$ cat config.mk
export PLATFORM = sky130hd
export DESIGN_NAME = dsx_decoder
export DESIGN_NICKNAME = d
export VERILOG_FILES = /design/src/dsx_pkg.sv /design/src/dsx_fn_decode.sv /design/src/dsx_decoder.sv
export VERILOG_INCLUDE_DIRS = /design/src
export SDC_FILE = /design/constraint.sdc
export NUM_CORES = 1
export LEC_CHECK = 0
export ABC_CLOCK_PERIOD_IN_PS = 2700
export BUFFER_PORTS_ARGS = -buffer_cell sky130_fd_sc_hd__buf_2
export CORE_AREA = 2 2 120 122
export CTS_CLUSTER_SIZE = 14
export DETAILED_ROUTE_END_ITERATION = 12
export DIE_AREA = 0 0 122 124
export GPL_ROUTABILITY_DRIVEN = 1
export PLACE_DENSITY_LB_ADDON = 0.2
export SLEW_MARGIN = 10
export SYNTH_ARGS = -nofsm -noshare
export SYNTH_HDL_FRONTEND = slang
export SYNTH_SLANG_ARGS = --single-unit
$ cat constraint.sdc
create_clock -name mclk -period 2.7 [get_ports mclk]
set_input_delay 0.135 -clock mclk [delete_from_list [all_inputs] [get_ports mclk]]
set_output_delay 0.135 -clock mclk [all_outputs]
set_load 0.05 [all_outputs]
$ cat src/dsx_defs.svh
`ifndef DSX_DEFS_SVH
`define DSX_DEFS_SVH

// Major opcode values, bits 31..26; coprocessor group by bits 31..28 only
`define DSX_MAJ_THIRD      6'h1f
`define DSX_MAJ_REGISTER_IMMEDIATE_MAJOR_OPCODE     6'h01
`define DSX_MAJ_COP_HI     4'h4

// Function field rows, bits 5..3
`define DSX_ROW_MISC       3'h1
`define DSX_ROW_ARITH      3'h2
`define DSX_ROW_HALVE      3'h3
`define DSX_ROW_FOREIGN    3'h4
`define DSX_ROW_RSV        3'h5
`define DSX_ROW_DOT        3'h6
`define DSX_ROW_EXTR       3'h7

// Debug-support slot in the function field
`define DSX_FN_DEBUG       6'h3f

// Register-immediate target field, branch slots
`define DSX_RT_BPOS_ROW    2'h3
`define DSX_RT_BPOS32      3'h4
`define DSX_RT_BPOS64      3'h5

// Register byte offsets
`define DSX_OFS_CONFIG     4'h0
`define DSX_OFS_STATUS     4'h4
`define DSX_OFS_MASK       4'h8
`define DSX_OFS_FAULT      4'hc

// Config fields
`define DSX_CFG_REL2       0
`define DSX_CFG_EXT        1
`define DSX_CFG_DEBUG      2
`define DSX_CFG_CU_LSB     4
`define DSX_CFG_WIDTH      8
`define DSX_CFG_RESET      8'h13

// Status / mask fields
`define DSX_ST_RSV         0
`define DSX_ST_CPU         1
`define DSX_ST_DSP         2
`define DSX_ST_WIDTH       3
`define DSX_MASK_RESET     3'h0

`endif

$ cat src/dsx_pkg.sv
package dsx_pkg;

   typedef enum {
      dsx_sc_indexed_load,
      dsx_sc_variable_bit_insert_word,
      dsx_sc_variable_bit_insert_doubleword,
      dsx_sc_quad_byte_add,
      dsx_sc_quad_byte_compare,
      dsx_sc_paired_half_absolute,
      dsx_sc_quad_byte_shift,
      dsx_sc_octal_byte_add,
      dsx_sc_octal_byte_compare,
      dsx_sc_quad_half_absolute,
      dsx_sc_octal_byte_shift,
      dsx_sc_halving_add,
      dsx_sc_word_dot_product,
      dsx_sc_append,
      dsx_sc_doubleword_dot_product,
      dsx_sc_word_accumulator_extract,
      dsx_sc_doubleword_accumulator_extract,
      dsx_sc_branch_position_at_least_32,
      dsx_sc_branch_position_at_least_64,
      dsx_sc_debug_support,
      dsx_sc_count
   } dsx_subclass_t;

   localparam int DSX_NSC = 20;

   typedef logic [DSX_NSC-1:0] dsx_sel_t;

   // Decode result handed to the pipeline
   typedef struct packed {
      dsx_sel_t   sel;
      logic [4:0] subclass_selector_field;
      logic       needs_op;
      logic       is_dsp;
      logic       rsv;
      logic       cop_unusable;
   } dsx_dec_t;

   // Avalon-MM request from the master
   typedef struct packed {
      logic        read;
      logic        write;
      logic [3:0]  address;
      logic [31:0] writedata;
   } dsx_avs_req_t;

endpackage

$ cat src/dsx_fn_decode.sv
`timescale 1ns/1ps
`include "dsx_defs.svh"

module dsx_fn_decode
   import dsx_pkg::*;
(
   // Function field and options
   input  wire logic [5:0]       func,
   input  wire logic             debug_present,
   // Decode
   output dsx_pkg::dsx_sel_t     sel,
   output logic                  field_class,
   output logic                  reserved,
   output logic                  owned
);

   typedef struct packed {
      dsx_sel_t sel;
      logic     fc;
      logic     rsv;
      logic     own;
   } dsx_fn_t;

   function automatic dsx_sel_t bit_of(input dsx_subclass_t sc);
      dsx_sel_t s;
      s = '0;
      s[sc] = 1'b1;
      return s;
   endfunction

   // Row selects by bits 5..3, column by bits 2..0
   function automatic dsx_fn_t decode_fn(input logic [5:0] f, input logic dbg);
      dsx_fn_t r;
      logic [2:0] lo;
      r  = '0;
      lo = f[2:0];
      unique case (f[5:3])
         `DSX_ROW_MISC: begin
            if (lo == 3'h2) begin
               r.sel = bit_of(dsx_sc_indexed_load);
               r.fc  = 1'b1;
            end else if (lo == 3'h4) begin
               r.sel = bit_of(dsx_sc_variable_bit_insert_word);
            end else if (lo == 3'h5) begin
               r.sel = bit_of(dsx_sc_variable_bit_insert_doubleword);
            end else if (lo == 3'h3 || lo >= 3'h6) begin
               r.rsv = 1'b1;
            end
            r.own = (lo >= 3'h2);
         end
         `DSX_ROW_ARITH: begin
            r.sel = bit_of(dsx_subclass_t'(int'(dsx_sc_quad_byte_add) + int'(lo)));
            r.fc  = 1'b1;
            r.own = 1'b1;
         end
         `DSX_ROW_HALVE: begin
            r.own = 1'b1;
            if (lo == 3'h0) begin
               r.sel = bit_of(dsx_sc_halving_add);
               r.fc  = 1'b1;
            end else begin
               r.rsv = 1'b1;
            end
         end
         `DSX_ROW_FOREIGN: begin
            r.rsv = (lo != 3'h0) && (lo != 3'h4);
            r.own = r.rsv;
         end
         `DSX_ROW_RSV: begin
            r.rsv = 1'b1;
            r.own = 1'b1;
         end
         `DSX_ROW_DOT: begin
            r.own = 1'b1;
            r.fc  = 1'b1;
            if (lo == 3'h0) r.sel = bit_of(dsx_sc_word_dot_product);
            else if (lo == 3'h1) r.sel = bit_of(dsx_sc_append);
            else if (lo == 3'h4) r.sel = bit_of(dsx_sc_doubleword_dot_product);
            else begin
               r.fc  = 1'b0;
               r.rsv = 1'b1;
            end
         end
         `DSX_ROW_EXTR: begin
            r.own = (lo != 3'h3);
            r.fc  = 1'b1;
            if (lo == 3'h0) r.sel = bit_of(dsx_sc_word_accumulator_extract);
            else if (lo == 3'h4) r.sel = bit_of(dsx_sc_doubleword_accumulator_extract);
            else begin
               r.fc  = 1'b0;
               r.rsv = (lo != 3'h3);
            end
            if (f == `DSX_FN_DEBUG) begin
               r.rsv = !dbg;
               r.sel = dbg ? bit_of(dsx_sc_debug_support) : '0;
            end
         end
         default: begin
            r = '0;
         end
      endcase
      return r;
   endfunction

   wire dsx_fn_t res = decode_fn(func, debug_present);

   assign sel         = res.sel;
   assign field_class = res.fc;
   assign reserved    = res.rsv;
   assign owned       = res.own;

endmodule

$ cat src/dsx_decoder.sv
// Design decisions made here: register access over Avalon-MM and the register addresses.
`timescale 1ns/1ps
`include "dsx_defs.svh"


module dsx_decoder
   import dsx_pkg::*;
(
   // Clock and reset
   input  wire logic                mclk,
   input  wire logic                nrst,
   // Instruction from fetch
   input  wire logic                instr_valid,
   input  wire logic [31:0]         instr,
   // Decode to pipeline
   output dsx_pkg::dsx_dec_t        dec,
   // Avalon-MM slave
   input  wire dsx_pkg::dsx_avs_req_t avs,
   output logic [31:0]              avs_readdata,
   output logic                     avs_waitrequest,
   // Interrupt
   output logic                     irq
);
   import dsx_pkg::*;

   logic [`DSX_CFG_WIDTH-1:0] config_q;
   logic [`DSX_ST_WIDTH-1:0]  status;
   logic [`DSX_ST_WIDTH-1:0]  mask;
   logic [31:0]               fault_instr;
   logic                      ack;

   // Option decode from configuration
   wire logic       rel2      = config_q[`DSX_CFG_REL2];
   wire logic       ext_on    = config_q[`DSX_CFG_EXT];
   wire logic       dbg_on    = config_q[`DSX_CFG_DEBUG];
   wire logic [3:0] cop_ok    = config_q[`DSX_CFG_CU_LSB +: 4];

   // Instruction fields
   wire logic [5:0] major     = instr[31:26];
   wire logic [4:0] target_register_field = instr[20:16];
   wire logic [5:0] func      = instr[5:0];

   wire logic is_third  = (major == `DSX_MAJ_THIRD);
   wire logic is_register_immediate_major_opcode = (major == `DSX_MAJ_REGISTER_IMMEDIATE_MAJOR_OPCODE);
   wire logic is_cop    = (major[5:2] == `DSX_MAJ_COP_HI);

   // Register-immediate target field: row bits 20..19, column bits 18..16
   function automatic logic [1:0] register_immediate_major_opcode_slot(input logic [4:0] rt);
      logic [1:0] r;
      r = 2'h0;
      if (rt[4:3] == `DSX_RT_BPOS_ROW) begin
         if (rt[2:0] == `DSX_RT_BPOS32) r = 2'h1;
         else if (rt[2:0] == `DSX_RT_BPOS64) r = 2'h2;
         else if (rt[2:0] <= 3'h2 || rt[2:0] == 3'h6) r = 2'h3;
      end else if (rt[4:3] != 2'h1 && rt[2]) begin
         r = 2'h3;
      end else if (rt[4:3] == 2'h1 && (rt[2:0] == 3'h5 || rt[2:0] == 3'h7)) begin
         r = 2'h3;
      end
      return r;
   endfunction

   wire logic [1:0] rslot = register_immediate_major_opcode_slot(target_register_field);

   // Function field decode
   dsx_sel_t  fn_sel;
   logic      fn_fc;
   logic      fn_rsv;
   logic      fn_own;

   dsx_fn_decode u_fn (
      .func          (func),
      .debug_present (dbg_on),
      .sel           (fn_sel),
      .field_class   (fn_fc),
      .reserved      (fn_rsv),
      .owned         (fn_own)
   );

   // Branch select
   dsx_sel_t br_sel;
   always_comb begin
      br_sel = '0;
      br_sel[dsx_sc_branch_position_at_least_32] = (rslot == 2'h1);
      br_sel[dsx_sc_branch_position_at_least_64] = (rslot == 2'h2);
   end

   // Ownership and gating
   wire logic third_own  = is_third && fn_own;
   wire logic register_immediate_major_opcode_own = is_register_immediate_major_opcode && (rslot != 2'h0);
   wire logic dsp_slot   = third_own || register_immediate_major_opcode_own;
   wire logic rel1_fault = is_third && !rel2;
   wire logic ext_fault  = dsp_slot && !ext_on;
   wire logic map_fault  = (third_own && fn_rsv) || (register_immediate_major_opcode_own && rslot == 2'h3);
   wire logic cop_fault  = is_cop && !cop_ok[major[1:0]];
   wire logic any_rsv    = rel1_fault || ext_fault || map_fault;
   wire logic sel_ok     = dsp_slot && !any_rsv;
   wire dsx_sel_t raw_sel = is_third ? fn_sel : br_sel;

   // Result in the same cycle the word is valid
   always_comb begin
      dec = '0;
      if (instr_valid) begin
         dec.sel = sel_ok ? raw_sel : '0;
         dec.subclass_selector_field = instr[10:6];
         dec.needs_op = sel_ok && is_third && fn_fc;
         dec.is_dsp = dsp_slot || rel1_fault;
         dec.rsv = any_rsv;
         dec.cop_unusable = cop_fault;
      end
   end

   // Events
   wire logic ev_rsv = instr_valid && any_rsv;
   wire logic ev_cpu = instr_valid && cop_fault;
   wire logic ev_dsp = instr_valid && sel_ok;
   wire logic [`DSX_ST_WIDTH-1:0] events = {ev_dsp, ev_cpu, ev_rsv};

   // Bus decode: one wait state, answer on the second edge
   wire logic req      = avs.read || avs.write;
   wire logic accept   = req && ack;
   wire logic hit_cfg  = (avs.address == `DSX_OFS_CONFIG);
   wire logic hit_st   = (avs.address == `DSX_OFS_STATUS);
   wire logic hit_mask = (avs.address == `DSX_OFS_MASK);
   wire logic hit_flt  = (avs.address == `DSX_OFS_FAULT);
   wire logic wr_cfg   = accept && avs.write && hit_cfg;
   wire logic wr_mask  = accept && avs.write && hit_mask;
   wire logic rd_st    = accept && avs.read && hit_st;

   logic [31:0] rd_mux;
   always_comb begin
      rd_mux = 32'h0;
      if (hit_cfg) rd_mux[`DSX_CFG_WIDTH-1:0] = config_q;
      else if (hit_st) rd_mux[`DSX_ST_WIDTH-1:0] = status;
      else if (hit_mask) rd_mux[`DSX_ST_WIDTH-1:0] = mask;
      else if (hit_flt) rd_mux = fault_instr;
   end

   // Setting wins over the read that clears
   wire logic [`DSX_ST_WIDTH-1:0] next_status = (rd_st ? '0 : status) | events;

   assign avs_waitrequest = req && !ack;
   assign irq = |(status & mask);

   always_ff @(posedge mclk) begin
      if (!nrst) begin
         ack <= 1'b0;
      end else begin
         ack <= req && !ack;
      end
   end

   always_ff @(posedge mclk) begin
      if (!nrst) begin
         avs_readdata <= 32'h0;
      end else if (req && !ack) begin
         avs_readdata <= rd_mux;
      end
   end

   always_ff @(posedge mclk) begin
      if (!nrst) begin
         config_q <= `DSX_CFG_RESET;
      end else if (wr_cfg) begin
         config_q <= avs.writedata[`DSX_CFG_WIDTH-1:0];
      end
   end

   always_ff @(posedge mclk) begin
      if (!nrst) begin
         mask <= `DSX_MASK_RESET;
      end else if (wr_mask) begin
         mask <= avs.writedata[`DSX_ST_WIDTH-1:0];
      end
   end

   always_ff @(posedge mclk) begin
      if (!nrst) begin
         status <= '0;
      end else begin
         status <= next_status;
      end
   end

   always_ff @(posedge mclk) begin
      if (!nrst) begin
         fault_instr <= 32'h0;
      end else if (ev_rsv || ev_cpu) begin
         fault_instr <= instr;
      end
   end

   // Checks
   chk_rel1_third_fault: assert property (@(posedge mclk) disable iff (!nrst)
      instr_valid && is_third && !rel2 |-> dec.rsv && dec.sel == '0)
      else $error("third opcode not faulted on first release");

   chk_ext_absent_fault: assert property (@(posedge mclk) disable iff (!nrst)
      instr_valid && is_third && fn_own && !ext_on |-> dec.rsv)
      else $error("extension slot decoded with extension absent");

   chk_sel_onehot_valid: assert property (@(posedge mclk) disable iff (!nrst)
      $onehot0(dec.sel) && (!dec.rsv || dec.sel == '0)
      && (instr_valid || dec == '0))
      else $error("select not one-hot or present with fault");

   chk_misc_row_rsv: assert property (@(posedge mclk) disable iff (!nrst)
      instr_valid && is_third && func[5:3] == 3'h1 && (func[2:0] == 3'h3 || func[2:0] >= 3'h6)
      |-> dec.rsv)
      else $error("reserved misc slot not faulted");

   chk_row_five_rsv: assert property (@(posedge mclk) disable iff (!nrst)
      instr_valid && is_third && func[5:3] == 3'h5 |-> dec.rsv)
      else $error("row 101 not faulted");

   chk_bpos_decode: assert property (@(posedge mclk) disable iff (!nrst)
      instr_valid && is_register_immediate_major_opcode && ext_on && target_register_field == 5'h1c
      |-> dec.sel[dsx_sc_branch_position_at_least_32] && !dec.rsv)
      else $error("position branch 32 not decoded");

   chk_op_field_pass: assert property (@(posedge mclk) disable iff (!nrst)
      instr_valid |-> dec.subclass_selector_field == instr[10:6])
      else $error("op field not passed through");

   chk_arith_row_sel: assert property (@(posedge mclk) disable iff (!nrst)
      instr_valid && is_third && rel2 && ext_on && func[5:3] == 3'h2
      |-> dec.sel[int'(dsx_sc_quad_byte_add) + int'(func[2:0])] && dec.needs_op)
      else $error("arithmetic row class wrong");

   chk_cop_unusable: assert property (@(posedge mclk) disable iff (!nrst)
      instr_valid && is_cop |-> dec.cop_unusable == !cop_ok[major[1:0]])
      else $error("coprocessor unusable flag wrong");

   chk_debug_slot: assert property (@(posedge mclk) disable iff (!nrst)
      instr_valid && is_third && rel2 && ext_on && func == `DSX_FN_DEBUG
      |-> dec.rsv == !dbg_on)
      else $error("debug slot handling wrong");

   chk_status_sticky: assert property (@(posedge mclk) disable iff (!nrst)
      ev_rsv |=> status[`DSX_ST_RSV] && fault_instr == $past(instr))
      else $error("reserved event not recorded");

   chk_bus_one_wait: assert property (@(posedge mclk) disable iff (!nrst)
      $rose(req) |-> avs_waitrequest ##1 !avs_waitrequest)
      else $error("bus answer not after one wait state");

endmodule

# ---- Yosys cells after proc, flatten, opt, wreduce, memory -nomap -nowiden
# Index checks and enable logic that the tools add are counted.
dict set report classes {
  n_addsub 1
  magnitude_cmp 6
  n_eq_ne 31
  n_mux 47
  bitwise_logic 2
  n_reduce_logical 46
}
# op n
set ops {}
lappend ops {{$mux 20} 8}
lappend ops {{$pmux 21 s5} 1}
lappend ops {{$mux 29} 3}
lappend ops {{$mux 17} 2}
lappend ops {{$ge 32x1->1 const B} 1}
lappend ops {{$lt 32x7->1 const B} 1}
lappend ops {{$mux 32} 1}
lappend ops {{$eq 3x3->1 const B} 10}
lappend ops {{$logic_and 1x1->1} 24}
lappend ops {{$mux 24} 1}
lappend ops {{$mux 2} 11}
lappend ops {{$mux 15} 1}
lappend ops {{$mux 13} 1}
lappend ops {{$eq 3x2->1 const B} 4}
lappend ops {{$mux 3} 4}
lappend ops {{$logic_or 1x1->1} 10}
lappend ops {{$mux 1} 9}
lappend ops {{$eq 4x3->1 const B} 2}
lappend ops {{$eq 4x4->1 const B} 2}
lappend ops {{$mux 8} 1}
lappend ops {{$eq 2x2->1 const B} 3}
lappend ops {{$eq 3x1->1 const B} 2}
lappend ops {{$eq 6x1->1 const B} 1}
lappend ops {{$eq 6x5->1 const B} 1}
lappend ops {{23 further kinds} 29}
dict set report totals {
  ff_bits 79
  inputBits 73
  out_inout_bits 63
  elab_cells 139
}

# ---- Longest topological paths before layout
# Gate-level depths: netlist (run 1).
dict set report depth {
  ltp_word 17
  mapped_depth 10
  mapped_depth_nobuf 6
}

# ---- By module
# From an unflattened synthesis (run 1), not the netlist that was laid out.
dict set report hier_totals {
  hier_cells 443
  hier_area_um2 3834.9
}
# module instances cells_each area_each_um2
set modules_own_cells {}
lappend modules_own_cells {dsx_decoder 1 386 3498.4}
lappend modules_own_cells {dsx_fn_decode 1 57 336.6}

# ---- Worst setup path before layout (run 1)
# OpenSTA, ideal clock, no wires.
dict set report synth_timing {
  path_kind {input to output}
  startpoint {in instr[27]}
  endpoint {out dec[24] (netlist name)}
  t_arrival_ps 2752
  slack_ps -187
  cell_stages 6
  path_buffers 0
  cell_sequence {or4b_4 -> nor2_2 -> nand3b_1 -> a21oi_2 -> nand4_4 -> nor4_1}
}
# item line_no
set synth_lines {}
lappend synth_lines {{start, declared} dsx_decoder.sv:14} ;# input wire logic [31:0] instr,
lappend synth_lines {{end, declared} dsx_decoder.sv:16} ;# output dsx_pkg::dsx_dec_t dec,

==> summary.txt, run 1 <==
Synth
  – Number of standard cells after synthesis: 513
  – Cell types with the largest area share after synthesis: sky130_fd_sc_hd__dfxtp_1 (36%), sky130_fd_sc_hd__a22oi_1 (5.4%), sky130_fd_sc_hd__nor3b_1 (4.9%)
  – Synthesized area divided by synthesized cell count: approximately 8.7 um2
  – Number of synthesized register bits: 79
  – Library cell occupying the most area in the post-synthesis netlist: sky130_fd_sc_hd__dfxtp_1
  – Number of synthesized flops with an enable pin: 0
  – Number of distinct library cell variants in the gate-level netlist after synthesis: 61
  – Synthesis Warnings: 0
  – Post-synth top area share: 35.6%
  – Fraction of registers with async set/reset: 0%
  – Total standard cell area after synthesis: 0.00444 mm2
  – Synthesized netlist net count: approximately 600
  – Prevailing post-synth register cell: sky130_fd_sc_hd__dfxtp_1
  – Fraction of the yosys area taken by sequential cells: a little over a third

Clock network
  – Clock sink count: 79
  – TritonCTS clock tree: yes
  – Hold_buf cts: 0
  – Worst-Skew Late Latency: roughly 340 ps
  – Clk root buf: sky130_fd_sc_hd__clkbuf_16
  – Number of levels in the clock H-tree: 3
  – Post-CTS Setup Inserts: 0
  – Resized cells post-CTS: 0
  – Maximum clock insertion buffer count: 2
  – Number of buffers created by CTS: 9
  – Clock-pin slew of the registers on the worst-case setup and hold paths: roughly 60 ps

Drt
  – DRC: 0
  – Via density: 5.59
  – Routed wire per std cell: about 17 um
  – Number of antenna-violating nets in the routed design: 0
  – Detailed Route Iter0 Violations: between 200 and 300
  – TritonRoute pass-1 iters: 5
  – Post-detailed-routing wire length: about 13000 um
  – Routed via count: 4318

Floorplanning
  – Chip Height: 124 um
  – Initial Utilization: about a third
  – Die Wd: roughly 120 um
  – Core area: around 0.014 mm2
  – Count of pins on the block boundary: roughly 140
  – Die Outline Area: around 0.015 mm2
  – Core Rows: 43

Finish
  – Layout cells sized above 1: 29.1%
  – Post-layout util: between 30% and 40%
  – Area Overhead vs Synth: 20.6%
  – Layout fillers: approximately 1400
  – Final layout net count: 660
  – Number of antenna repair diodes: 0
  – Final non-filler cell total: roughly 770
  – Most common cell after layout, fill and taps aside: sky130_fd_sc_hd__buf_2
  – Most frequent cells in the layout: sky130_fd_sc_hd__buf_2 (111), sky130_fd_sc_hd__dfxtp_1 (79), sky130_fd_sc_hd__nor2_1 (54), sky130_fd_sc_hd__nand3_1 (38), sky130_fd_sc_hd__a22oi_1 (32)

Place
  – Count of buffers from port buffering: between 100 and 150
  – Setup WS pre-CTS: around 340 ps
  – Estimated wirelength of the detail-placed design: 9270 um
  – Number of cells in the design after placement: ~760
  – Final estimated routing congestion in global placement: between 0.7 and 0.8

Global routing
  – Wire length of the first global-routing pass: around 21000 um
  – M1 GR Usage: a little under a quarter
  – Antenna violations before repair: 0
  – Global router's overall resource usage: approximately 18%
  – Via count of the first global-routing pass: roughly 4200
  – Pin count of the biggest net entering global routing: between 90 and 100
  – Global-route met3 utilization: 4.08%
  – Global route hottest layer: met2
  – Leftover overflow at the end of global routing: 0
  – Met2 usage: 28.0%

STA
  – Worst-margin pin slew: 962 ps
  – Max-slew violation total from the final report: 0
  – Fmax: roughly 400 MHz
  – Post-route setup slack: roughly 220 ps
  – Worst max-slew margin expressed relative to the limit: about 36%
  – Hold Fails Final Rpt: 0
  – Endpoints failing setup: 0
  – Fin crit period: 2480 ps
  – Setup repair after global routing missed its margin: false
  – Layout Skew: about 7.9 ps
  – Final Cycle Share: between 90 and 100%
  – Total negative slack: 0 ps

Pwr
  – Power density relative to cell area: between 500 and 600 mW/mm2
  – Power share of the sequential group: a little over two fifths
  – Static Leakage: about 2.1 nW
  – Combinational group share of total power: around a tenth
  – Share of power burned in the clock network: a little under half
  – Pwr Total: roughly 2.8 mW
  – Maximum VDD drop: 0.000295 V
  – Design internal power: roughly 2.1 mW
  – Fraction of power spent switching nets: between 20% and 30%
  – P_sw: ~0.7 mW

Setup path
  – Reg2Reg Launch Point: config_q[6]
  – Crit path arrival time: 2350 ps
  – Critical register-to-register path endpoint: fault_instr[9]
  – Critical path start-end classification: flop to output port
  – Cells along the critical path: mux4_1 -> or4b_1 -> clkinv_4 -> buf_2
  – Crit path launch type: flop
  – CP bufs+invs: 2
  – Maximum fanout encountered on the critical timing path: 31
  – Critical Path Slowest Stage Cell: sky130_fd_sc_hd__or4b_1
  – Longest individual stage delay on the worst path: a little under 600 ps
  – Kind of end point of the critical path: output port
  – Internal reg-to-reg setup slack: between 600 and 700 ps
  – Critical Path RT: 2570 ps
  – Top cell family by delay on the critical path: simple AND/OR/NAND/NOR gates
  – R2R depth: 5

Hold path
  – Count of cells along the worst hold path: 3
  – Worst Hold Class: input pin to flop
  – Launch instance of the worst min-delay path: avs[4]
  – Capture endpoint of the worst hold path: config_q[4]

Run status
  – Outcome: complete, no violations

Job
  – Max-capacitance violation count: 0
worst reg2reg max path: stages (launching register included):
cell and delay, ps:
sky130_fd_sc_hd__dfxtp_1 330, sky130_fd_sc_hd__mux4_1 500, sky130_fd_sc_hd__or4b_1 590, sky130_fd_sc_hd__buf_4 300, sky130_fd_sc_hd__nand3_1 150, sky130_fd_sc_hd__o211ai_1 90
final cells by class:
class                   count  area, um2  share of cell area (%)
repair buffers            123        671                    12.5
flip-flops and latches     79       1580                    29.5
inverters                   8       35.0                   0.654
multi-input cells         366       2530                    47.2
clock buffers              12        267                    4.97
clock inverters             4       52.6                   0.981
well taps                 180        225                    4.20
per-stage QoR:
step	hold slack, ps	area (um2)
6_report	22.8	5360
5_1_grt	33.5	5360
4_1_cts	21.3	5360
3_5_place_dp	381	5040
3_3_place_gp	372	5040
2_1_floorplan	260	4450
state kept, by name, indices dropped and copies added, names as in the netlist:
signal	flops
ack	1
config_q	8
status	3
mask	3
fault_instr	32
avs_readdata	32
how the worst max path moves through the flow:
stage,start,cells after the start,end,slack [ps]
6_report,config_q[6],4,dec[0],220
5_1_grt,config_q[2],6,dec[22],100
2_1_floorplan,instr[27],7,dec[12],20
3_5_place_dp,instr[27],8,dec[15],340
3_3_place_gp,instr[27],8,dec[28],390
4_1_cts,config_q[5],4,dec[0],210
per-layer routing:
metal	part of all wire, %	vias up	wire length [um]
met4	1.8	0	238
met2	45	114	6040
met5	0	-	0
met1	47	2076	6290
li1	-	2108	-
met3	5.7	20	764
power by group through the flow:
stage               Sequential (mW)  Clock, mW  Combinational [mW]
global placement               1.22          0               0.286
detailed placement             1.23          0               0.293
global route                   1.20       1.36               0.322
CTS                            1.20       1.31               0.294
finish                         1.20       1.28               0.296
floorplan                      1.22          0               0.194
cells by family (layout without fill, tap and decap cells):
logic type | after synthesis | count (layout) | synth area share [%]
buffers and inverters | 68 | 147 | 7.85
DFF | 79 | 79 | 35.6
muxes | 17 | 17 | 5.04
and+or+nand+nor | 199 | 199 | 25.1
AOI/OAI and AO/OA | 150 | 150 | 26.4
synth_stat cells (2+ instances only):
master                      number
sky130_fd_sc_hd__a21oi_1         7
sky130_fd_sc_hd__a22o_1          5
sky130_fd_sc_hd__a22oi_1        32
sky130_fd_sc_hd__a31oi_1        29
sky130_fd_sc_hd__and2_1          6
sky130_fd_sc_hd__and3_1          3
sky130_fd_sc_hd__buf_1           4
sky130_fd_sc_hd__buf_2          20
sky130_fd_sc_hd__buf_4           3
sky130_fd_sc_hd__buf_6           4
sky130_fd_sc_hd__buf_8           2
sky130_fd_sc_hd__clkbuf_1       27
sky130_fd_sc_hd__dfxtp_1        79
sky130_fd_sc_hd__inv_1           6
sky130_fd_sc_hd__mux2i_1        13
sky130_fd_sc_hd__mux4_2          3
sky130_fd_sc_hd__nand2_1        14
sky130_fd_sc_hd__nand2b_1        5
sky130_fd_sc_hd__nand3_1        38
sky130_fd_sc_hd__nand3b_1        6
sky130_fd_sc_hd__nand4_1         3
sky130_fd_sc_hd__nor2_1         54
sky130_fd_sc_hd__nor2b_1         3
sky130_fd_sc_hd__nor3_1         16
sky130_fd_sc_hd__nor3_2          5
sky130_fd_sc_hd__nor3b_1        29
sky130_fd_sc_hd__o2111ai_1      24
sky130_fd_sc_hd__o211ai_1       29
sky130_fd_sc_hd__o211ai_2        7
sky130_fd_sc_hd__o21ai_0         2
sky130_fd_sc_hd__o22a_1          2
sky130_fd_sc_hd__or2_1           2
sky130_fd_sc_hd__or2_2           3
Note: power is estimated with default switching activity, not from simulation.
==> run 2: changes to the inputs <==
Settings changed: CORE_AREA 2 2 120 122 to 2 2 142 103, DIE_AREA 0 0 122 124 to 0 0 144 105, HOLD_SLACK_MARGIN set to 0.08.
==> run 2 against run 1 <==
Sequential share of layout area shrank 1.1 points; utilization is 1.7 points higher; wire length increased by 6.6%; via count is 5.5% higher; first-iteration DRC count increased by 4.2%; combinational power increased by 10%; cell count increased by 3.9%; clock skew is 0.74 ps lower; hold slack improved by 71 ps; non-clock buffer count up 22; fmax decreased by 0.47%.
==> summary.txt, run 2 (same netlist as run 1, synthesis figures left out) <==
Run status
  – Outcome: complete, no violations

Place
  – Count of buffers from port buffering: 111 (unchanged)
  – Final estimated routing congestion in global placement: 0.802 (+1.1%)
  – Number of cells in the design after placement: 766 (+1.3%)
  – Post-detailed-placement cell area: 0.00505 mm2 (+0.25%)
  – Estimated wirelength of the detail-placed design: 9390 um (+1.3%)
  – Setup WS pre-CTS: 313 ps (-28.2 ps)

Global routing
  – Leftover overflow at the end of global routing: 0 (unchanged)
  – Wire length of the first global-routing pass: 22300 um (+4.9%)
  – Pin count of the biggest net entering global routing: 95 (unchanged)
  – Global router's overall resource usage: 18.8% (+1.1 points)
  – Via count of the first global-routing pass: 4265 (+2.4%)
  – Antenna violations before repair: 0 (unchanged)

STA
  – Final Cycle Share: 92.4% (+0.43 points)
  – Layout Skew: 7.14 ps (-0.743 ps)
  – Fmax: 401 MHz (-0.47%)
  – Worst max-slew margin expressed relative to the limit: 39.7% (+3.8 points)
  – Total negative slack: 0 ps (unchanged)
  – Setup repair after global routing missed its margin: false
  – Post-route setup slack: 205 ps (-11.6 ps)
  – Worst-margin pin slew: 898 ps (-64.3 ps)
  – Fin crit period: 2500 ps (+11.6 ps)
  – Endpoints failing setup: 0 (unchanged)
  – Max-slew violation total from the final report: 0 (unchanged)
  – Hold Fails Final Rpt: 0 (unchanged)

Floorplanning
  – Count of pins on the block boundary: 136 (unchanged)
  – Chip Height: 105 um (-15%)
  – Initial Utilization: 32.6% (+0.17 points)
  – Core Rows: 36 (-16%)
  – Die Outline Area: 0.0151 mm2 (about the same)
  – Core area: 0.0136 mm2 (-0.52%)
  – Die Wd: 144 um (+18%)

Drt
  – DRC: 0 (unchanged)
  – Met1 routed wirelength after detailed routing: 6760 um (+7.5%)
  – Met3 routed wirelength: 923 um (+21%)
  – Routed wire per std cell: 17.7 um (+2.6%)
  – Wire length on met2: 6280 um (+3.8%)
  – TritonRoute pass-1 iters: 4 (-1)
  – Via density: 5.68 (+1.5%)
  – Detailed Route Iter0 Violations: 275 (+4.2%)
  – Number of antenna-violating nets in the routed design: 0 (unchanged)
  – Top routing layer in use: met4
  – Routed via count: 4554 (+5.5%)
  – Post-detailed-routing wire length: 14200 um (+6.6%)

Setup path
  – Top cell family by delay on the critical path: buffers and inverters
  – Crit path launch type: flop
  – R2R depth: 5 (unchanged)
  – Kind of end point of the critical path: output port
  – Crit path arrival time: 2360 ps (about the same)
  – Maximum fanout encountered on the critical timing path: 31 (unchanged)
  – Cells along the critical path: mux4_1 -> or4b_1 -> clkinv_4 -> buf_2
  – Critical path start-end classification: flop to output port
  – Critical Path Slowest Stage Cell: sky130_fd_sc_hd__or4b_1
  – Longest individual stage delay on the worst path: 590 ps (about the same)
  – CP bufs+invs: 2 (unchanged)
  – Critical Path RT: 2570 ps (about the same)
  – Cell count along the critical path: 4 (unchanged)

Clock network
  – TritonCTS clock tree: yes
  – Clk root buf: sky130_fd_sc_hd__clkbuf_16
  – Number of levels in the clock H-tree: 3 (unchanged)
  – Worst-Skew Late Latency: 340 ps (about the same)
  – Clock sink count: 79 (unchanged)
  – Maximum clock insertion buffer count: 2 (unchanged)
  – Number of buffers created by CTS: 9 (unchanged)
  – Clock-pin slew of the registers on the worst-case setup and hold paths: 60 ps (about the same)

Pwr
  – Share of power burned in the clock network: 44.1% (-2.0 points)
  – Fraction of power spent switching nets: 25.8% (+0.32 points)
  – Power share of the sequential group: 44.0% (+0.7 points)
  – Maximum VDD drop: 0.000277 V (-6.3%)
  – Design internal power: 2.02 mW (-2.1%)
  – P_sw: 0.702 mW (-0.49%)
  – Static Leakage: 2.18 nW (+4.1%)
  – Combinational group share of total power: 12.0% (+1.3 points)
  – Power density relative to cell area: 490 mW/mm2 (-5.2%)

Finish
  – Final layout net count: 682 (+3.3%)
  – Layout cells sized above 1: 27.8% (-1.3 points)
  – Most frequent cells in the layout: sky130_fd_sc_hd__buf_2 (111), sky130_fd_sc_hd__dfxtp_1 (79), sky130_fd_sc_hd__nor2_1 (54), sky130_fd_sc_hd__nand3_1 (38), sky130_fd_sc_hd__a22oi_1 (32)
  – Number of antenna repair diodes: 0 (unchanged)
  – Final non-filler cell total: 802 (+3.9%)
  – Post-layout util: 40.7% (+1.7 points)
  – Largest registers: avs_readdata (32), fault_instr (32), config_q (8)
  – Layout fillers: 1353 (-3.4%)
  – Finished Cell Area: 0.00556 mm2 (+3.7%)
  – Most common cell after layout, fill and taps aside: sky130_fd_sc_hd__buf_2
  – Area Overhead vs Synth: 25.1%

Hold path
  – Count of cells along the worst hold path: 3 (unchanged)
  – Worst Hold Class: input pin to flop

Job
  – Max-capacitance violation count: 0 (unchanged)
[run 2: changes by cell type in the layout (fill, tap and decap cells not counted)]
cell / delta
sky130_fd_sc_hd__clkbuf_8: -2
sky130_fd_sc_hd__dlygate4sd3_1: +22
sky130_fd_sc_hd__clkinvlp_4: -2
sky130_fd_sc_hd__clkinv_2: +2
[run 2: what timing repair did]
| item | 4_1_cts | 5_1_grt |
|---|---|---|
| endpoints found under the hold margin | 25 | 0 |
| resized for setup | 0 | 0 |
| hold buffers | 22 | 0 |
| setup buffers | 0 | 0 |
[run 2: final timing paths]
kind	startpoint	to	slack (ps)
min reg2reg	fault_instr[29]	fault_instr[29]	480
max reg2reg	config_q[5]	fault_instr[2]	580
min	instr[29]	fault_instr[29]	90
max	config_q[5]	dec[0]	200
[run 2: through the flow]
step | total power, mW | hold slack (ps)
floorplan | 1.42 | 260
global placement | 1.51 | 370
detailed placement | 1.52 | 372
CTS | 2.76 | 83.0
global route | 2.83 | 85.8
finish | 2.73 | 93.5
[run 2: area by class of cell]
class	instances	area, um2	share of cell area (%)
tap	190	238	4.28
clock inverter	4	47.5	0.855
clock buffer	10	239	4.30
multi-input combinational	366	2530	45.5
sequential	79	1580	28.4
timing repair buffer	145	891	16.0
inverter	8	35.0	0.630
[run 2: power by group through the flow]
| stage | clock network (mW) | registers (mW) | logic (mW) |
|---|---|---|---|
| final | 1.20 | 1.20 | 0.326 |
| after global routing | 1.28 | 1.20 | 0.352 |
| after CTS | 1.24 | 1.20 | 0.323 |
| after detailed placement | 0 | 1.22 | 0.298 |
| after global placement | 0 | 1.22 | 0.291 |
| after floorplan | 0 | 1.22 | 0.194 |
[run 2: tightest hold or removal path: stages]
cell and delay (ps):
sky130_fd_sc_hd__buf_2 110, sky130_fd_sc_hd__nand2_1 70, sky130_fd_sc_hd__mux2i_1 60
[run 2: metal layers]
metal  vias to the layer above  track usage (%)
met4                         0             6.30
met1                      2194             26.3
li1                       2155                -
met5                         -                0
met2                       189             28.3
met3                        16             4.35
==> run 3: changes to the inputs <==
--- a/config.mk
+++ b/config.mk
@@ -11,3 +11,2 @@
 export CORE_AREA = 2 2 142 103
-export CTS_CLUSTER_SIZE = 14
 export DETAILED_ROUTE_END_ITERATION = 12
--- a/constraint.sdc
+++ b/constraint.sdc
@@ -3,2 +3,2 @@
 set_output_delay 0.135 -clock mclk [all_outputs]
-set_load 0.05 [all_outputs]
+set_load 0.01 [all_outputs]
==> run 3 against run 2 <==
Global-route usage up 0.23 points; cell area down 0.23%; clock power down 3%; first-iteration DRC count up 16%; sequential share of layout area up 0.064 points; non-clock buffer count up 1; highest routed layer unchanged.
==> summary.txt, run 3 (same netlist as run 1, synthesis figures left out) <==
Run status
  – Outcome: complete, no violations

Floorplanning
  – Count of pins on the block boundary: 136 (unchanged)
  – Initial Utilization: 32.6% (unchanged)
  – Core area: 0.0136 mm2 (unchanged)
  – Die Outline Area: 0.0151 mm2 (unchanged)
  – Core Rows: 36 (unchanged)
  – Die Wd: 144 um (unchanged)
  – Chip Height: 105 um (unchanged)

Clock network
  – Clk root buf: sky130_fd_sc_hd__clkbuf_16
  – Number of buffers created by CTS: 9 (unchanged)
  – Worst-Skew Late Latency: 340 ps (about the same)
  – Clock sink count: 79 (unchanged)
  – Maximum clock insertion buffer count: 2 (unchanged)
  – TritonCTS clock tree: yes
  – Clock-pin slew of the registers on the worst-case setup and hold paths: 60 ps (about the same)
  – Number of levels in the clock H-tree: 3 (unchanged)

Finish
  – Final layout net count: 683 (+0.15%)
  – Number of antenna repair diodes: 0 (unchanged)
  – Finished Cell Area: 0.00555 mm2 (-0.23%)
  – Most frequent cells in the layout: sky130_fd_sc_hd__buf_2 (111), sky130_fd_sc_hd__dfxtp_1 (79), sky130_fd_sc_hd__nor2_1 (54), sky130_fd_sc_hd__nand3_1 (38), sky130_fd_sc_hd__a22oi_1 (32)
  – Most common cell after layout, fill and taps aside: sky130_fd_sc_hd__buf_2
  – Area Overhead vs Synth: 24.8%
  – Layout cells sized above 1: 28.0% (+0.19 points)
  – Area taken by flip-flops and latches: 0.00158 mm2 (unchanged)
  – Layout fillers: 1385 (+2.4%)
  – Area of the multi-input gates: 0.00252 mm2 (-0.25%)
  – Largest registers: avs_readdata (32), fault_instr (32), config_q (8)

Place
  – Setup WS pre-CTS: 366 ps (+53.2 ps)
  – Final estimated routing congestion in global placement: 0.768 (-4.2%)
  – Estimated wirelength of the detail-placed design: 9500 um (+1.2%)
  – Post-detailed-placement cell area: 0.00504 mm2 (-0.22%)
  – Count of buffers from port buffering: 111 (unchanged)

Hold path
  – Launch instance of the worst min-delay path: instr[24]
  – Worst Hold Class: input pin to flop

Global routing
  – Via count of the first global-routing pass: 4355 (+2.1%)
  – Global router's overall resource usage: 19.0% (+0.23 points)
  – Antenna violations before repair: 0 (unchanged)
  – Wire length of the first global-routing pass: 22800 um (+1.8%)
  – Leftover overflow at the end of global routing: 0 (unchanged)
  – Pin count of the biggest net entering global routing: 95 (unchanged)

Drt
  – Detailed Route Iter0 Violations: 319 (+16%)
  – Routed via count: 4483 (-1.6%)
  – Number of antenna-violating nets in the routed design: 0 (unchanged)
  – Via density: 5.57 (-1.9%)
  – TritonRoute pass-1 iters: 4 (unchanged)
  – Post-detailed-routing wire length: 14300 um (+0.90%)
  – Routed wire per std cell: 17.8 um (+0.52%)
  – DRC: 0 (unchanged)

Setup path
  – Maximum fanout encountered on the critical timing path: 31 (unchanged)
  – Crit path arrival time: 2250 ps (-110 ps)
  – Startpoint of the most critical setup path: config_q[5]
  – Critical Path RT: 2570 ps (about the same)
  – Critical Path Slowest Stage Cell: sky130_fd_sc_hd__or4b_1
  – Crit path launch type: flop
  – Reg2Reg Launch Point: config_q[5]
  – Longest individual stage delay on the worst path: 600 ps (about the same)
  – Critical path start-end classification: flop to output port
  – Cells along the critical path: mux4_1 -> or4b_1 -> clkinv_4 -> buf_2
  – Kind of end point of the critical path: output port

STA
  – Total negative slack: 0 ps (unchanged)
  – Worst max-slew margin expressed relative to the limit: 38.1% (-1.6 points)
  – Final Cycle Share: 88.2% (-4.2 points)
  – Fin crit period: 2380 ps (-114 ps)
  – Fmax: 420 MHz (+4.8%)
  – Hold Fails Final Rpt: 0 (unchanged)
  – Setup repair after global routing missed its margin: false
  – Endpoints failing setup: 0 (unchanged)
  – Worst-margin pin slew: 922 ps (+24.0 ps)
  – Max-slew violation total from the final report: 0 (unchanged)
  – Post-route setup slack: 318 ps (+114 ps)
  – Layout Skew: 7.47 ps (+0.321 ps)

Pwr
  – Power density relative to cell area: 480 mW/mm2 (-2.0%)
  – Static Leakage: 2.18 nW (-0.21%)
  – Maximum VDD drop: 0.000292 V (+5.6%)

Job
  – Max-capacitance violation count: 0 (unchanged)
==> run 3: cell types whose count changed in the layout (fill, tap and decap cells not counted) <==
cell | previous run | this run
sky130_fd_sc_hd__bufinv_16 | 1 | 0
sky130_fd_sc_hd__clkbuf_8 | 1 | 2
sky130_fd_sc_hd__buf_4 | 10 | 12
sky130_fd_sc_hd__buf_12 | 2 | 1
sky130_fd_sc_hd__nor4_1 | 0 | 1
sky130_fd_sc_hd__clkinvlp_4 | 1 | 3
sky130_fd_sc_hd__nor4_2 | 2 | 1
==> run 3: layout make-up <==
cell class	instances	area share, %
clock buffer	11	4.56
inverter	8	0.632
sequential	79	28.5
clock inverter	5	0.587
tap	190	4.29
timing repair buffer	146	16.0
multi-input combinational	366	45.5
==> run 3: layer usage <==
| layer | vias to the layer above | global-route usage (%) | part of all wire (%) |
|---|---|---|---|
| met2 | 136 | 29.5 | 45 |
| met1 | 2184 | 26.7 | 48 |
| met3 | 12 | 4.35 | 6.0 |
| met5 | - | 0 | 0 |
| li1 | 2151 | - | - |
| met4 | 0 | 4.62 | 0.98 |
==> run 3: metrics by stage <==
stage | hold slack (ps) | util (%) | power (mW) | cells
after floorplan | 260 | - | 1.40 | 513
after global placement | 373 | 36.9 | 1.49 | 767
after detailed placement | 372 | 36.9 | 1.50 | 767
after CTS | 82.9 | 40.6 | 2.68 | 805
after global routing | 108 | 40.6 | 2.79 | 805
final | 92.2 | 40.6 | 2.66 | 805
==> run 3: repair_timing <==
action                                 in CTS  in global routing
buffers inserted                            0                  0
endpoints found under the hold margin      25                  0
gates resized for setup                     0                  0
hold buffers                               22                  0
==> run 3: final timing paths <==
path                                         to  cells past startpoint  slack [ps]
worst min-delay path            fault_instr[24]                      3          90
worst max-delay path                     dec[0]                      4         320
worst min register to register  fault_instr[29]                      2         490
worst max register to register  fault_instr[24]                      5         620
==> run 3: worst max-delay path: cells and delay by family, from the launching register on <==
kind | cells | cell delay (ps)
buffers and inverters | 2 | 460
and+or+nand+nor | 1 | 600
muxes | 1 | 500
DFF | 1 | 340
==> run 3: power by group <==
group | leakage (nW) | switching [mW] | internal [mW] | total, mW
combinational | 1.41 | 0.191 | 0.111 | 0.302
sequential | 0.638 | 0.0150 | 1.18 | 1.20
clock | 0.134 | 0.493 | 0.670 | 1.16
